### config.mk
export PLATFORM = sky130hd
export DESIGN_NAME = icl_op_decoder
export DESIGN_NICKNAME = d
export VERILOG_FILES = /design/src/design/icl_pkg.sv /design/src/design/icl_seq_if.sv /design/src/design/icl_barrier_seq.sv /design/src/design/icl_op_decoder.sv
export SDC_FILE = /design/constraint.sdc
export NUM_CORES = 1
export LEC_CHECK = 0
export ABC_AREA = 1
export BUFFER_PORTS_ARGS = -buffer_cell sky130_fd_sc_hd__buf_4
export CORE_MARGIN = 4
export CORE_UTILIZATION = 40
export CTS_BUF_LIST = sky130_fd_sc_hd__clkbuf_8
export CTS_CLUSTER_SIZE = 30
export DETAILED_ROUTE_END_ITERATION = 8
export PLACE_DENSITY = 0.66
export SKIP_LAST_GASP = 1
export SLEW_MARGIN = 20
export SYNTH_ARGS = -nofsm -noshare
export SYNTH_HDL_FRONTEND = slang
export SYNTH_SLANG_ARGS = --single-unit
### constraint.sdc
create_clock -name clk_sys -period 2.1 [get_ports clk_sys]
set_clock_uncertainty 0.2 [all_clocks]
set_input_delay 0.42 -clock clk_sys [delete_from_list [all_inputs] [get_ports clk_sys]]
set_output_delay 0.42 -clock clk_sys [all_outputs]
set_load 0.02 [all_outputs]
### src/design/icl_pkg.sv
// What this block does
// - barrier completion waits until every pending store has reached memory
// - with bus broadcast on, barrier completes only after a good broadcast
// - tlb sync goes to completion buffer only, finished on dispatch
// - tlb sync retirement waits for the external sync input
// - primary 19 condition-bit logicals: system unit, 1 cycle, serialized
// - decode cr and/andc/eqv/nand/nor/or/orc/xor and field move codes
// - primary 31 cr moves 512/19/144: system unit, 1 cycle, serialized
// - full unit runs all integer ops; reduced unit excludes multiply/divide
// - simple integer ops go to either unit, 1 cycle, not serialized
// - word divide 491/459 runs only in full unit, 19 cycles
// - carry-consuming extended add/subtract: 1 cycle, execution-serialized
// - word trap 31/4 and trap immediate 3 take 2 cycles either unit
// - decode immediate arithmetic and logic forms by primary opcode
// - decode primary 31 add, subtract, logic and compare codes
// - decode clz, sign-extend, shifts and rotate primaries 20/21/23
// - barrier 31/598 runs in system unit, 3 cycles with no stores and bus broadcast off
package icl_pkg;
   localparam int LAT_W = 5;
   typedef logic [LAT_W-1:0] icl_lat_t;
   // primary opcodes
   localparam logic [5:0] P_TWI = 6'h03;
   localparam logic [5:0] P_MULLI = 6'h07;
   localparam logic [5:0] P_SUBFIC = 6'h08;
   localparam logic [5:0] P_CMPLI = 6'h0a;
   localparam logic [5:0] P_CMPI = 6'h0b;
   localparam logic [5:0] P_ADDIC = 6'h0c;
   localparam logic [5:0] P_ADDIC_REC = 6'h0d;
   localparam logic [5:0] P_ADDI = 6'h0e;
   localparam logic [5:0] P_ADDIS = 6'h0f;
   localparam logic [5:0] P_CRLOG = 6'h13;
   localparam logic [5:0] P_ROT_INS = 6'h14;
   localparam logic [5:0] P_ROT_MASK = 6'h15;
   localparam logic [5:0] P_ROT_REG = 6'h17;
   localparam logic [5:0] P_ORI = 6'h18;
   localparam logic [5:0] P_ORIS = 6'h19;
   localparam logic [5:0] P_XORI = 6'h1a;
   localparam logic [5:0] P_XORIS = 6'h1b;
   localparam logic [5:0] P_ANDI = 6'h1c;
   localparam logic [5:0] P_ANDIS = 6'h1d;
   localparam logic [5:0] P_EXT = 6'h1f;
   // primary 19 extended codes
   localparam logic [9:0] X_CRAND = 10'h101;
   localparam logic [9:0] X_CRANDC = 10'h081;
   localparam logic [9:0] X_CREQV = 10'h121;
   localparam logic [9:0] X_CRNAND = 10'h0e1;
   localparam logic [9:0] X_CRNOR = 10'h021;
   localparam logic [9:0] X_CROR = 10'h1c1;
   localparam logic [9:0] X_CRORC = 10'h1a1;
   localparam logic [9:0] X_CRXOR = 10'h0c1;
   localparam logic [9:0] X_CRFMOVE = 10'h000;
   // primary 31 ten-bit extended codes
   localparam logic [9:0] X_XER_TO_CR = 10'h200;
   localparam logic [9:0] X_CR_READ = 10'h013;
   localparam logic [9:0] X_CR_WRITE = 10'h090;
   localparam logic [9:0] X_BARRIER = 10'h256;
   localparam logic [9:0] X_TLBSYNC = 10'h236;
   localparam logic [9:0] X_WORD_TRAP = 10'h004;
   localparam logic [9:0] X_AND = 10'h01c;
   localparam logic [9:0] X_ANDC = 10'h03c;
   localparam logic [9:0] X_OR = 10'h1bc;
   localparam logic [9:0] X_ORC = 10'h19c;
   localparam logic [9:0] X_XOR = 10'h13c;
   localparam logic [9:0] X_NAND = 10'h1dc;
   localparam logic [9:0] X_NOR = 10'h07c;
   localparam logic [9:0] X_EQV = 10'h11c;
   localparam logic [9:0] X_CMP = 10'h000;
   localparam logic [9:0] X_CMPL = 10'h020;
   localparam logic [9:0] X_CLZ = 10'h01a;
   localparam logic [9:0] X_EXT_BYTE = 10'h3ba;
   localparam logic [9:0] X_EXT_HALF = 10'h39a;
   localparam logic [9:0] X_SHL = 10'h018;
   localparam logic [9:0] X_SHR = 10'h218;
   localparam logic [9:0] X_SHRA = 10'h318;
   localparam logic [9:0] X_SHRA_IMM = 10'h338;
   localparam logic [9:0] X_MUL_HI_U = 10'h00b;
   localparam logic [9:0] X_MUL_HI = 10'h04b;
   // primary 31 nine-bit codes, overflow-enable bit excluded
   localparam logic [8:0] X_ADD = 9'h10a;
   localparam logic [8:0] X_ADDC = 9'h00a;
   localparam logic [8:0] X_SUBF = 9'h028;
   localparam logic [8:0] X_SUBFC = 9'h008;
   localparam logic [8:0] X_NEG = 9'h068;
   localparam logic [8:0] X_ADDE = 9'h08a;
   localparam logic [8:0] X_ADDME = 9'h0ea;
   localparam logic [8:0] X_ADDZE = 9'h0ca;
   localparam logic [8:0] X_SUBFE = 9'h088;
   localparam logic [8:0] X_SUBFME = 9'h0e8;
   localparam logic [8:0] X_SUBFZE = 9'h0c8;
   localparam logic [8:0] X_MUL_LO = 9'h0eb;
   localparam logic [8:0] X_DIV = 9'h1eb;
   localparam logic [8:0] X_DIV_U = 9'h1cb;
   // latencies in cycles
   localparam icl_lat_t LAT_SIMPLE = 5'd1;
   localparam icl_lat_t LAT_TRAP = 5'd2;
   localparam icl_lat_t LAT_BARRIER = 5'd3;
   localparam icl_lat_t LAT_DIV = 5'd19;
   localparam icl_lat_t LAT_MUL_MIN = 5'd2;
   localparam icl_lat_t LAT_MULLI_MAX = 5'd3;
   localparam icl_lat_t LAT_MUL_MAX = 5'd5;
   localparam icl_lat_t LAT_MULHU_MAX = 5'd6;
   typedef enum logic [3:0] {
      ST_IDLE = 4'b0001,
      ST_EXEC = 4'b0010,
      ST_DRAIN = 4'b0100,
      ST_BCAST = 4'b1000
   } icl_state_e;
endpackage : icl_pkg

### src/design/icl_seq_if.sv
`timescale 1ns/100ps
interface icl_seq_if;
   logic barrier_start;
   logic tlbsync_retire;
   logic barrier_done;
   logic barrier_busy;
   logic bcast_req;
   logic tlbsync_done;
   modport decode (output barrier_start, output tlbsync_retire,
      input barrier_done, input barrier_busy, input bcast_req,
      input tlbsync_done);
   modport seq (input barrier_start, input tlbsync_retire,
      output barrier_done, output barrier_busy, output bcast_req,
      output tlbsync_done);
endinterface : icl_seq_if

### src/design/icl_barrier_seq.sv
`timescale 1ns/100ps
module icl_barrier_seq
   import icl_pkg::*;
(
   input logic clk_sys,
   input logic reset,
   icl_seq_if.seq sq,
   input logic store_queue_empty,
   input logic bus_broadcast_enable,
   input logic bus_broadcast_ok,
   input logic tlb_invalidate_sync_in
);
   icl_state_e state_q;
   icl_lat_t cnt_q;
   logic sync_meta_q;
   logic sync_s_q;
   logic done_q;
   logic tlb_done_q;
   // busy and request kept as flops so the ports come straight from them
   logic busy_q;
   logic bcast_q;

   always_ff @(posedge clk_sys or posedge reset) begin
      if (reset) begin
         state_q <= ST_IDLE;
         cnt_q <= '0;
         done_q <= 1'b0;
         busy_q <= 1'b0;
         bcast_q <= 1'b0;
      end else begin
         done_q <= 1'b0;
         case (state_q)
            ST_IDLE: begin
               if (sq.barrier_start) begin
                  state_q <= ST_EXEC;
                  busy_q <= 1'b1;
                  cnt_q <= LAT_BARRIER - 5'd1;
               end
            end
            ST_EXEC: begin
               if (cnt_q != '0) begin
                  cnt_q <= cnt_q - 5'd1;
               end else if (!store_queue_empty) begin
                  state_q <= ST_DRAIN;
               end else if (bus_broadcast_enable) begin
                  state_q <= ST_BCAST;
                  bcast_q <= 1'b1;
               end else begin
                  state_q <= ST_IDLE;
                  busy_q <= 1'b0;
                  done_q <= 1'b1;
               end
            end
            ST_DRAIN: begin
               // stores keep draining; broadcast only after memory is clean
               if (store_queue_empty && bus_broadcast_enable) begin
                  state_q <= ST_BCAST;
                  bcast_q <= 1'b1;
               end else if (store_queue_empty) begin
                  state_q <= ST_IDLE;
                  busy_q <= 1'b0;
                  done_q <= 1'b1;
               end
            end
            ST_BCAST: begin
               if (bus_broadcast_ok) begin
                  state_q <= ST_IDLE;
                  busy_q <= 1'b0;
                  bcast_q <= 1'b0;
                  done_q <= 1'b1;
               end
            end
            default: begin
               state_q <= ST_IDLE;
               busy_q <= 1'b0;
               bcast_q <= 1'b0;
            end
         endcase
      end
   end

   // the sync pin comes from system logic on another timing domain
   always_ff @(posedge clk_sys or posedge reset) begin
      if (reset) begin
         sync_meta_q <= 1'b0;
         sync_s_q <= 1'b0;
      end else begin
         sync_meta_q <= tlb_invalidate_sync_in;
         sync_s_q <= sync_meta_q;
      end
   end

   // one pulse per retirement; partner drops its request after the pulse
   always_ff @(posedge clk_sys or posedge reset) begin
      if (reset) begin
         tlb_done_q <= 1'b0;
      end else begin
         tlb_done_q <= sq.tlbsync_retire && sync_s_q && !tlb_done_q;
      end
   end

   assign sq.barrier_done = done_q;
   assign sq.barrier_busy = busy_q;
   assign sq.bcast_req = bcast_q;
   assign sq.tlbsync_done = tlb_done_q;
endmodule : icl_barrier_seq

### src/design/icl_op_decoder.sv
`timescale 1ns/100ps
module icl_op_decoder
   import icl_pkg::*;
(
   input logic clk_sys,
   input logic reset,
   input logic [31:0] instr_word,
   input logic dispatch_valid,
   input logic store_queue_empty,
   input logic bus_broadcast_enable,
   input logic bus_broadcast_ok,
   input logic tlbsync_retire,
   input logic tlb_invalidate_sync_in,
   output logic handled,
   output logic integer_unit_full,
   output logic integer_unit_reduced,
   output logic system_register_unit,
   output logic completion_only,
   output logic finished_at_dispatch,
   output logic exec_serialized,
   output icl_lat_t latency_min,
   output icl_lat_t latency_max,
   output logic barrier_busy,
   output logic barrier_complete,
   output logic bus_broadcast_req,
   output logic tlbsync_retire_done
);
   // decode outputs are combinational so dispatch sees them with the opcode;
   // only the sequencing outputs are registered
   logic [5:0] prim;
   logic [9:0] ext10;
   logic [8:0] ext9;
   logic is_barrier;
   icl_seq_if sq ();

   assign prim = instr_word[31:26];
   assign ext10 = instr_word[10:1];
   assign ext9 = instr_word[9:1];

   always_comb begin
      handled = 1'b0;
      integer_unit_full = 1'b0;
      integer_unit_reduced = 1'b0;
      system_register_unit = 1'b0;
      completion_only = 1'b0;
      finished_at_dispatch = 1'b0;
      exec_serialized = 1'b0;
      latency_min = '0;
      latency_max = '0;
      is_barrier = 1'b0;
      case (prim)
         P_CRLOG: begin
            if (ext10 inside {X_CRAND, X_CRANDC, X_CREQV, X_CRNAND, X_CRNOR,
                  X_CROR, X_CRORC, X_CRXOR, X_CRFMOVE}) begin
               handled = 1'b1;
               system_register_unit = 1'b1;
               exec_serialized = 1'b1;
               latency_min = LAT_SIMPLE;
               latency_max = LAT_SIMPLE;
            end
         end
         P_EXT: begin
            // ten-bit codes first: cr moves overlap nine-bit zero patterns
            if (ext10 inside {X_XER_TO_CR, X_CR_READ, X_CR_WRITE}) begin
               handled = 1'b1;
               system_register_unit = 1'b1;
               exec_serialized = 1'b1;
               latency_min = LAT_SIMPLE;
               latency_max = LAT_SIMPLE;
            end else if (ext10 == X_BARRIER) begin
               handled = 1'b1;
               system_register_unit = 1'b1;
               is_barrier = 1'b1;
               latency_min = LAT_BARRIER;
               latency_max = LAT_BARRIER;
            end else if (ext10 == X_TLBSYNC) begin
               handled = 1'b1;
               completion_only = 1'b1;
               finished_at_dispatch = dispatch_valid;
            end else if (ext10 == X_WORD_TRAP) begin
               handled = 1'b1;
               integer_unit_full = 1'b1;
               integer_unit_reduced = 1'b1;
               latency_min = LAT_TRAP;
               latency_max = LAT_TRAP;
            end else if (ext10 inside {X_AND, X_ANDC, X_OR, X_ORC, X_XOR,
                  X_NAND, X_NOR, X_EQV, X_CMP, X_CMPL}
                  || ext10 inside {X_CLZ, X_EXT_BYTE, X_EXT_HALF, X_SHL,
                  X_SHR, X_SHRA, X_SHRA_IMM}
                  || ext9 inside {X_ADD, X_ADDC, X_SUBF, X_SUBFC,
                  X_NEG}) begin
               handled = 1'b1;
               integer_unit_full = 1'b1;
               integer_unit_reduced = 1'b1;
               latency_min = LAT_SIMPLE;
               latency_max = LAT_SIMPLE;
            end else if (ext9 inside {X_ADDE, X_ADDME, X_ADDZE, X_SUBFE,
                  X_SUBFME, X_SUBFZE}) begin
               handled = 1'b1;
               integer_unit_full = 1'b1;
               integer_unit_reduced = 1'b1;
               exec_serialized = 1'b1;
               latency_min = LAT_SIMPLE;
               latency_max = LAT_SIMPLE;
            end else if (ext10 == X_MUL_HI_U) begin
               handled = 1'b1;
               integer_unit_full = 1'b1;
               latency_min = LAT_MUL_MIN;
               latency_max = LAT_MULHU_MAX;
            end else if (ext10 == X_MUL_HI || ext9 == X_MUL_LO) begin
               handled = 1'b1;
               integer_unit_full = 1'b1;
               latency_min = LAT_MUL_MIN;
               latency_max = LAT_MUL_MAX;
            end else if (ext9 inside {X_DIV, X_DIV_U}) begin
               handled = 1'b1;
               integer_unit_full = 1'b1;
               latency_min = LAT_DIV;
               latency_max = LAT_DIV;
            end
         end
         P_SUBFIC, P_CMPLI, P_CMPI, P_ADDIC, P_ADDIC_REC, P_ADDI, P_ADDIS,
         P_ORI, P_ORIS, P_XORI, P_XORIS, P_ANDI, P_ANDIS,
         P_ROT_INS, P_ROT_MASK, P_ROT_REG: begin
            handled = 1'b1;
            integer_unit_full = 1'b1;
            integer_unit_reduced = 1'b1;
            latency_min = LAT_SIMPLE;
            latency_max = LAT_SIMPLE;
         end
         P_TWI: begin
            handled = 1'b1;
            integer_unit_full = 1'b1;
            integer_unit_reduced = 1'b1;
            latency_min = LAT_TRAP;
            latency_max = LAT_TRAP;
         end
         P_MULLI: begin
            handled = 1'b1;
            integer_unit_full = 1'b1;
            latency_min = LAT_MUL_MIN;
            latency_max = LAT_MULLI_MAX;
         end
         default: begin
            handled = 1'b0;
         end
      endcase
   end

   // a barrier dispatched while one is in flight is not accepted
   assign sq.barrier_start = dispatch_valid && is_barrier && !sq.barrier_busy;
   assign sq.tlbsync_retire = tlbsync_retire;
   assign barrier_busy = sq.barrier_busy;
   assign barrier_complete = sq.barrier_done;
   assign bus_broadcast_req = sq.bcast_req;
   assign tlbsync_retire_done = sq.tlbsync_done;

   icl_barrier_seq u_seq (
      .clk_sys(clk_sys),
      .reset(reset),
      .sq(sq),
      .store_queue_empty(store_queue_empty),
      .bus_broadcast_enable(bus_broadcast_enable),
      .bus_broadcast_ok(bus_broadcast_ok),
      .tlb_invalidate_sync_in(tlb_invalidate_sync_in)
   );
endmodule : icl_op_decoder

==> impl_results.md <==
* Total Power at between 1 and 1.5 mW
* Total GRT Usage at 0.2033
* Hpwl dp at 4.012 mm
* H-tree depth at 1
* Crit share post-route at 1.126
* Sequential area share after synthesis at 0.2188
* 1st-iter DRT viols at roughly 170
* FMAX at ~420 MHz
* Combinational share of power at 0.547
* R2r startpoint: u_seq.state_q[0]
* CP endpoint kind: output port
* Wire per inst at approximately 15 µm
* Total Wirelength at 6.536 mm
* CTS tree: done
* Setup crit end: latency_max[0]
* Cell Area, Placed at 2462 µm²
* Count of final setup violators at 14
* Chip Width at 73.61 µm
* Worst Tran Pin Value at between 0.5 and 0.6 ns
* Final setup margin at -0.2646 ns
* CP bufs+invs at 5
* Layout Area Growth over Synthesis at 73.62%
* Via count at about 2.4k
* Die span in y at ~74 µm
* Int Power at roughly 810 µW
* Crit Path Category: in2out
* Max Root-Sink Buffers at 2
* Port bufs at between 40 and 50
* RSZ-0062 raised after global routing: yes
* Total global routing overflow at 0
* Power share of the clock group at 0.164
* Critical path depth at 11
* Tmin final at roughly 2.4 ns
* Ys Warns at 0
* Clk_lat worst skew at 0.25 ns
* Largest net degree at the start of global routing at 16
* Final setup TNS at -2.689 ns
* Layout cell share with drive strength beyond 1 at 0.4575
* DRC at 0
* Vias/cell at around 5.3
* Max IR drop VDD at around 0.51 mV
* Synthesized area at ~1700 µm²
* 1st-pass router iterations at 4
* Initial antenna violation count at 0
* Hold-fix buffers at CTS at 0
* CP delay by family, top: buffers and inverters
* First-pass GRT wire length at ~9 mm
* Num Clock Sinks at 15
* Post-DRT Antenna Nets at 0
* Flop pwr share at 0.289
* Worst setup SP type: input pin
* R2R Setup Slk at approximately 0.3 ns
* Root Driver: clkbuf_8
* Slew Viols, Final at 0
* Post-Syn Area per Cell at between 5 and 6 µm²
* Sw Pwr at around 600 µW
* Critical path's slowest cell: a211oi_1
* Vias in the first global route at 2072
* Critical path origin: instr_word[7]
* Leak pwr at ~1.6 nW
* Final #Nets at roughly 440
* CP Data Arrival Time at approximately 1.7 ns
* Switching part of the total at 0.4273
* Req. time, crit path at roughly 1.5 ns
* Util after Layout at 0.7315
* Worst R2R End: u_seq.sq.barrier_busy
* Failing checks: negative setup slack
* Status: finished, violations left
* Pwr Density at 470.6 nW/µm²
* HP Class: in2async
* ANT cells at 0
* Cells after Synth at roughly 300
* Critical Path Fanout Max at 5
* Clk slew on worst S/H paths at 0.06 ns
* Final hold vios at 0
* Core region area at 4086 µm²
* Post-route design area at 2989 µm²
* CP Cell Sequence: buf_12 -> clkinv_8 -> buf_4 -> a211oi_1 -> nand3_1 -> inv_1 -> nor2_1 -> nand2_1 -> nand2_1 -> nand3_1 -> buf_4
* Slew HR at 0.6260
* FF+latch count, synth at 15
* Reg2Reg Depth at 9
* Unique masters post-synth at 37
* Die area at 5418 µm²
* CTS Buf Count at 3
* RePlAce Congestion at between 0.9 and 1
* CP peak stage delay at ~0.22 ns
* Max-Cap Viols at 0
* Initial Util at 0.4213
* I/O pin count at 61
* Site Rows at 23
==> cell usage in the layout (no fill, tap or decap), types with 2 or more instances in the layout <==
master,instances
a21oi_1,8
dfrtp_1,14
nand3_1,15
buf_8,3
nor2_4,14
buf_12,5
conb_1,3
o21ai_1,2
nor2_1,45
nand4_1,11
nor3_2,3
nor2_2,10
o21ai_2,2
nor3_1,5
inv_4,4
nand3_4,2
o211ai_1,2
inv_2,7
o21ai_4,2
inv_1,36
o21ai_0,6
nand2_1,59
buf_6,13
nand2_4,8
nand3_2,6
nand2_2,16
buf_4,75
nor3_4,3
clkbuf_8,3
==> stage by stage <==
stage / std cells / hold WS [ns] / worst slack, ns
6_report: 450 / 0.02607 / -0.2646
5_1_grt: 450 / 0.06681 / -0.3852
4_1_cts: 446 / 0.04889 / -0.1723
3_5_place_dp: 441 / 0.1444 / -0.2785
3_3_place_gp: 441 / 0.1314 / -0.2420
2_1_floorplan: 303 / 0.1208 / -0.03972
==> power by group through the flow <==
stage	registers, mW	clock network [mW]	logic, mW
6_report	0.407	0.230	0.769
5_1_grt	0.417	0.252	0.847
4_1_cts	0.406	0.236	0.719
3_5_place_dp	0.409	0	0.679
3_3_place_gp	0.408	0	0.668
2_1_floorplan	0.426	0	0.410
==> worst min path at each step <==
stage	slack, ns	end	cells past startpoint	start
CTS	0.05	u_seq.sq.barrier_busy	2	reset
global placement	0.13	u_seq.sync_s_q	0	u_seq.sync_meta_q
finish	0.03	u_seq.state_q[1]	2	reset
floorplan	0.12	u_seq.cnt_q[0]	1	reset
detailed placement	0.14	u_seq.sync_s_q	0	u_seq.sync_meta_q
global route	0.07	u_seq.sync_meta_q	2	reset
==> registers in the layout (all words and copies together) (netlist names) <==
register,cells
u_seq.sync_s_q,1
u_seq.sq.barrier_done,1
u_seq.state_q,4
u_seq.cnt_q,5
u_seq.sq.barrier_busy,1
u_seq.sync_meta_q,1
u_seq.sq.bcast_req,1
u_seq.sq.tlbsync_done,1
==> cells by family after synthesis <==
group                      share of synthesized area
and+or+nand+nor                               0.5407
buffers and inverters                         0.1214
AOI/OAI and AO/OA                            0.09957
DFF                                           0.2188
xor gates and xnor gates                     0.01018
adders and majority gates                   0.007266
other                                       0.002178
==> cell usage after synthesis <==
library cell | n | area [µm²]
o2111ai_1 | 1 | 8.760
and2_1 | 1 | 6.260
nand4_1 | 11 | 68.82
a21oi_1 | 8 | 40.04
xor2_1 | 1 | 8.760
inv_2 | 6 | 22.52
inv_4 | 1 | 6.260
o21ai_2 | 1 | 8.760
nand3b_1 | 1 | 7.510
o211ai_1 | 2 | 15.01
dfstp_2 | 1 | 26.28
nor2_2 | 6 | 37.54
dfrtp_1 | 14 | 350.3
nand2_1 | 78 | 292.8
ha_1 | 1 | 12.51
nor4_1 | 1 | 6.260
o21a_1 | 1 | 7.510
a211oi_1 | 1 | 7.510
buf_4 | 3 | 22.52
nor3_2 | 2 | 20.02
nand2_2 | 5 | 31.28
nor3_4 | 2 | 32.53
a22oi_2 | 1 | 12.51
xnor2_1 | 1 | 8.760
nor3_1 | 7 | 35.03
o21ai_1 | 3 | 15.01
inv_1 | 42 | 157.7
o31ai_1 | 1 | 7.510
conb_1 | 1 | 3.750
nor2_4 | 1 | 11.26
nor2_1 | 62 | 232.7
nor3b_1 | 1 | 7.510
o221ai_1 | 1 | 8.760
nand2_4 | 1 | 11.26
nand3_2 | 3 | 30.03
o21ai_0 | 8 | 40.04
nand3_1 | 20 | 100.1
==> per-layer routing <==
metal | part of all wire | GRT usage | wire (µm) | vias to the layer above
met1 | 0.39 | 0.2649 | 2524 | 1105
met3 | 0.067 | 0.01505 | 436 | 24
li1 | - | - | - | 1157
met2 | 0.51 | 0.3563 | 3351 | 107
met4 | 0.034 | 0.06036 | 223 | 0
met5 | 0 | 0 | 0 | -
==> cell type report <==
cell class / instances / area (µm²)
multi-input cells: 236 / 1435
fillers: 308 / 1097
repair buffers: 96 / 854.6
flip-flops and latches: 15 / 376.6
inverters: 49 / 214.0
well taps: 50 / 62.56
clock buffers: 3 / 41.29
clock inverters: 1 / 5.005
==> worst reg2reg max path: cells and delay by family, from the launching register on <==
| kind | cells | cell delay [ns] |
|---|---|---|
| AND/OR/NAND/NOR | 5 | 0.61 |
| flip-flops | 1 | 0.53 |
| buffers and inverters | 4 | 0.40 |
==> timing repair <==
| item | CTS | global route |
|---|---|---|
| gates resized for setup | 62 | 61 |
| setup endpoints to repair | 14 | 14 |
| setup buffers | 3 | 4 |
| pin swaps | 25 | 24 |
Note: power is estimated with default switching activity, not from simulation.
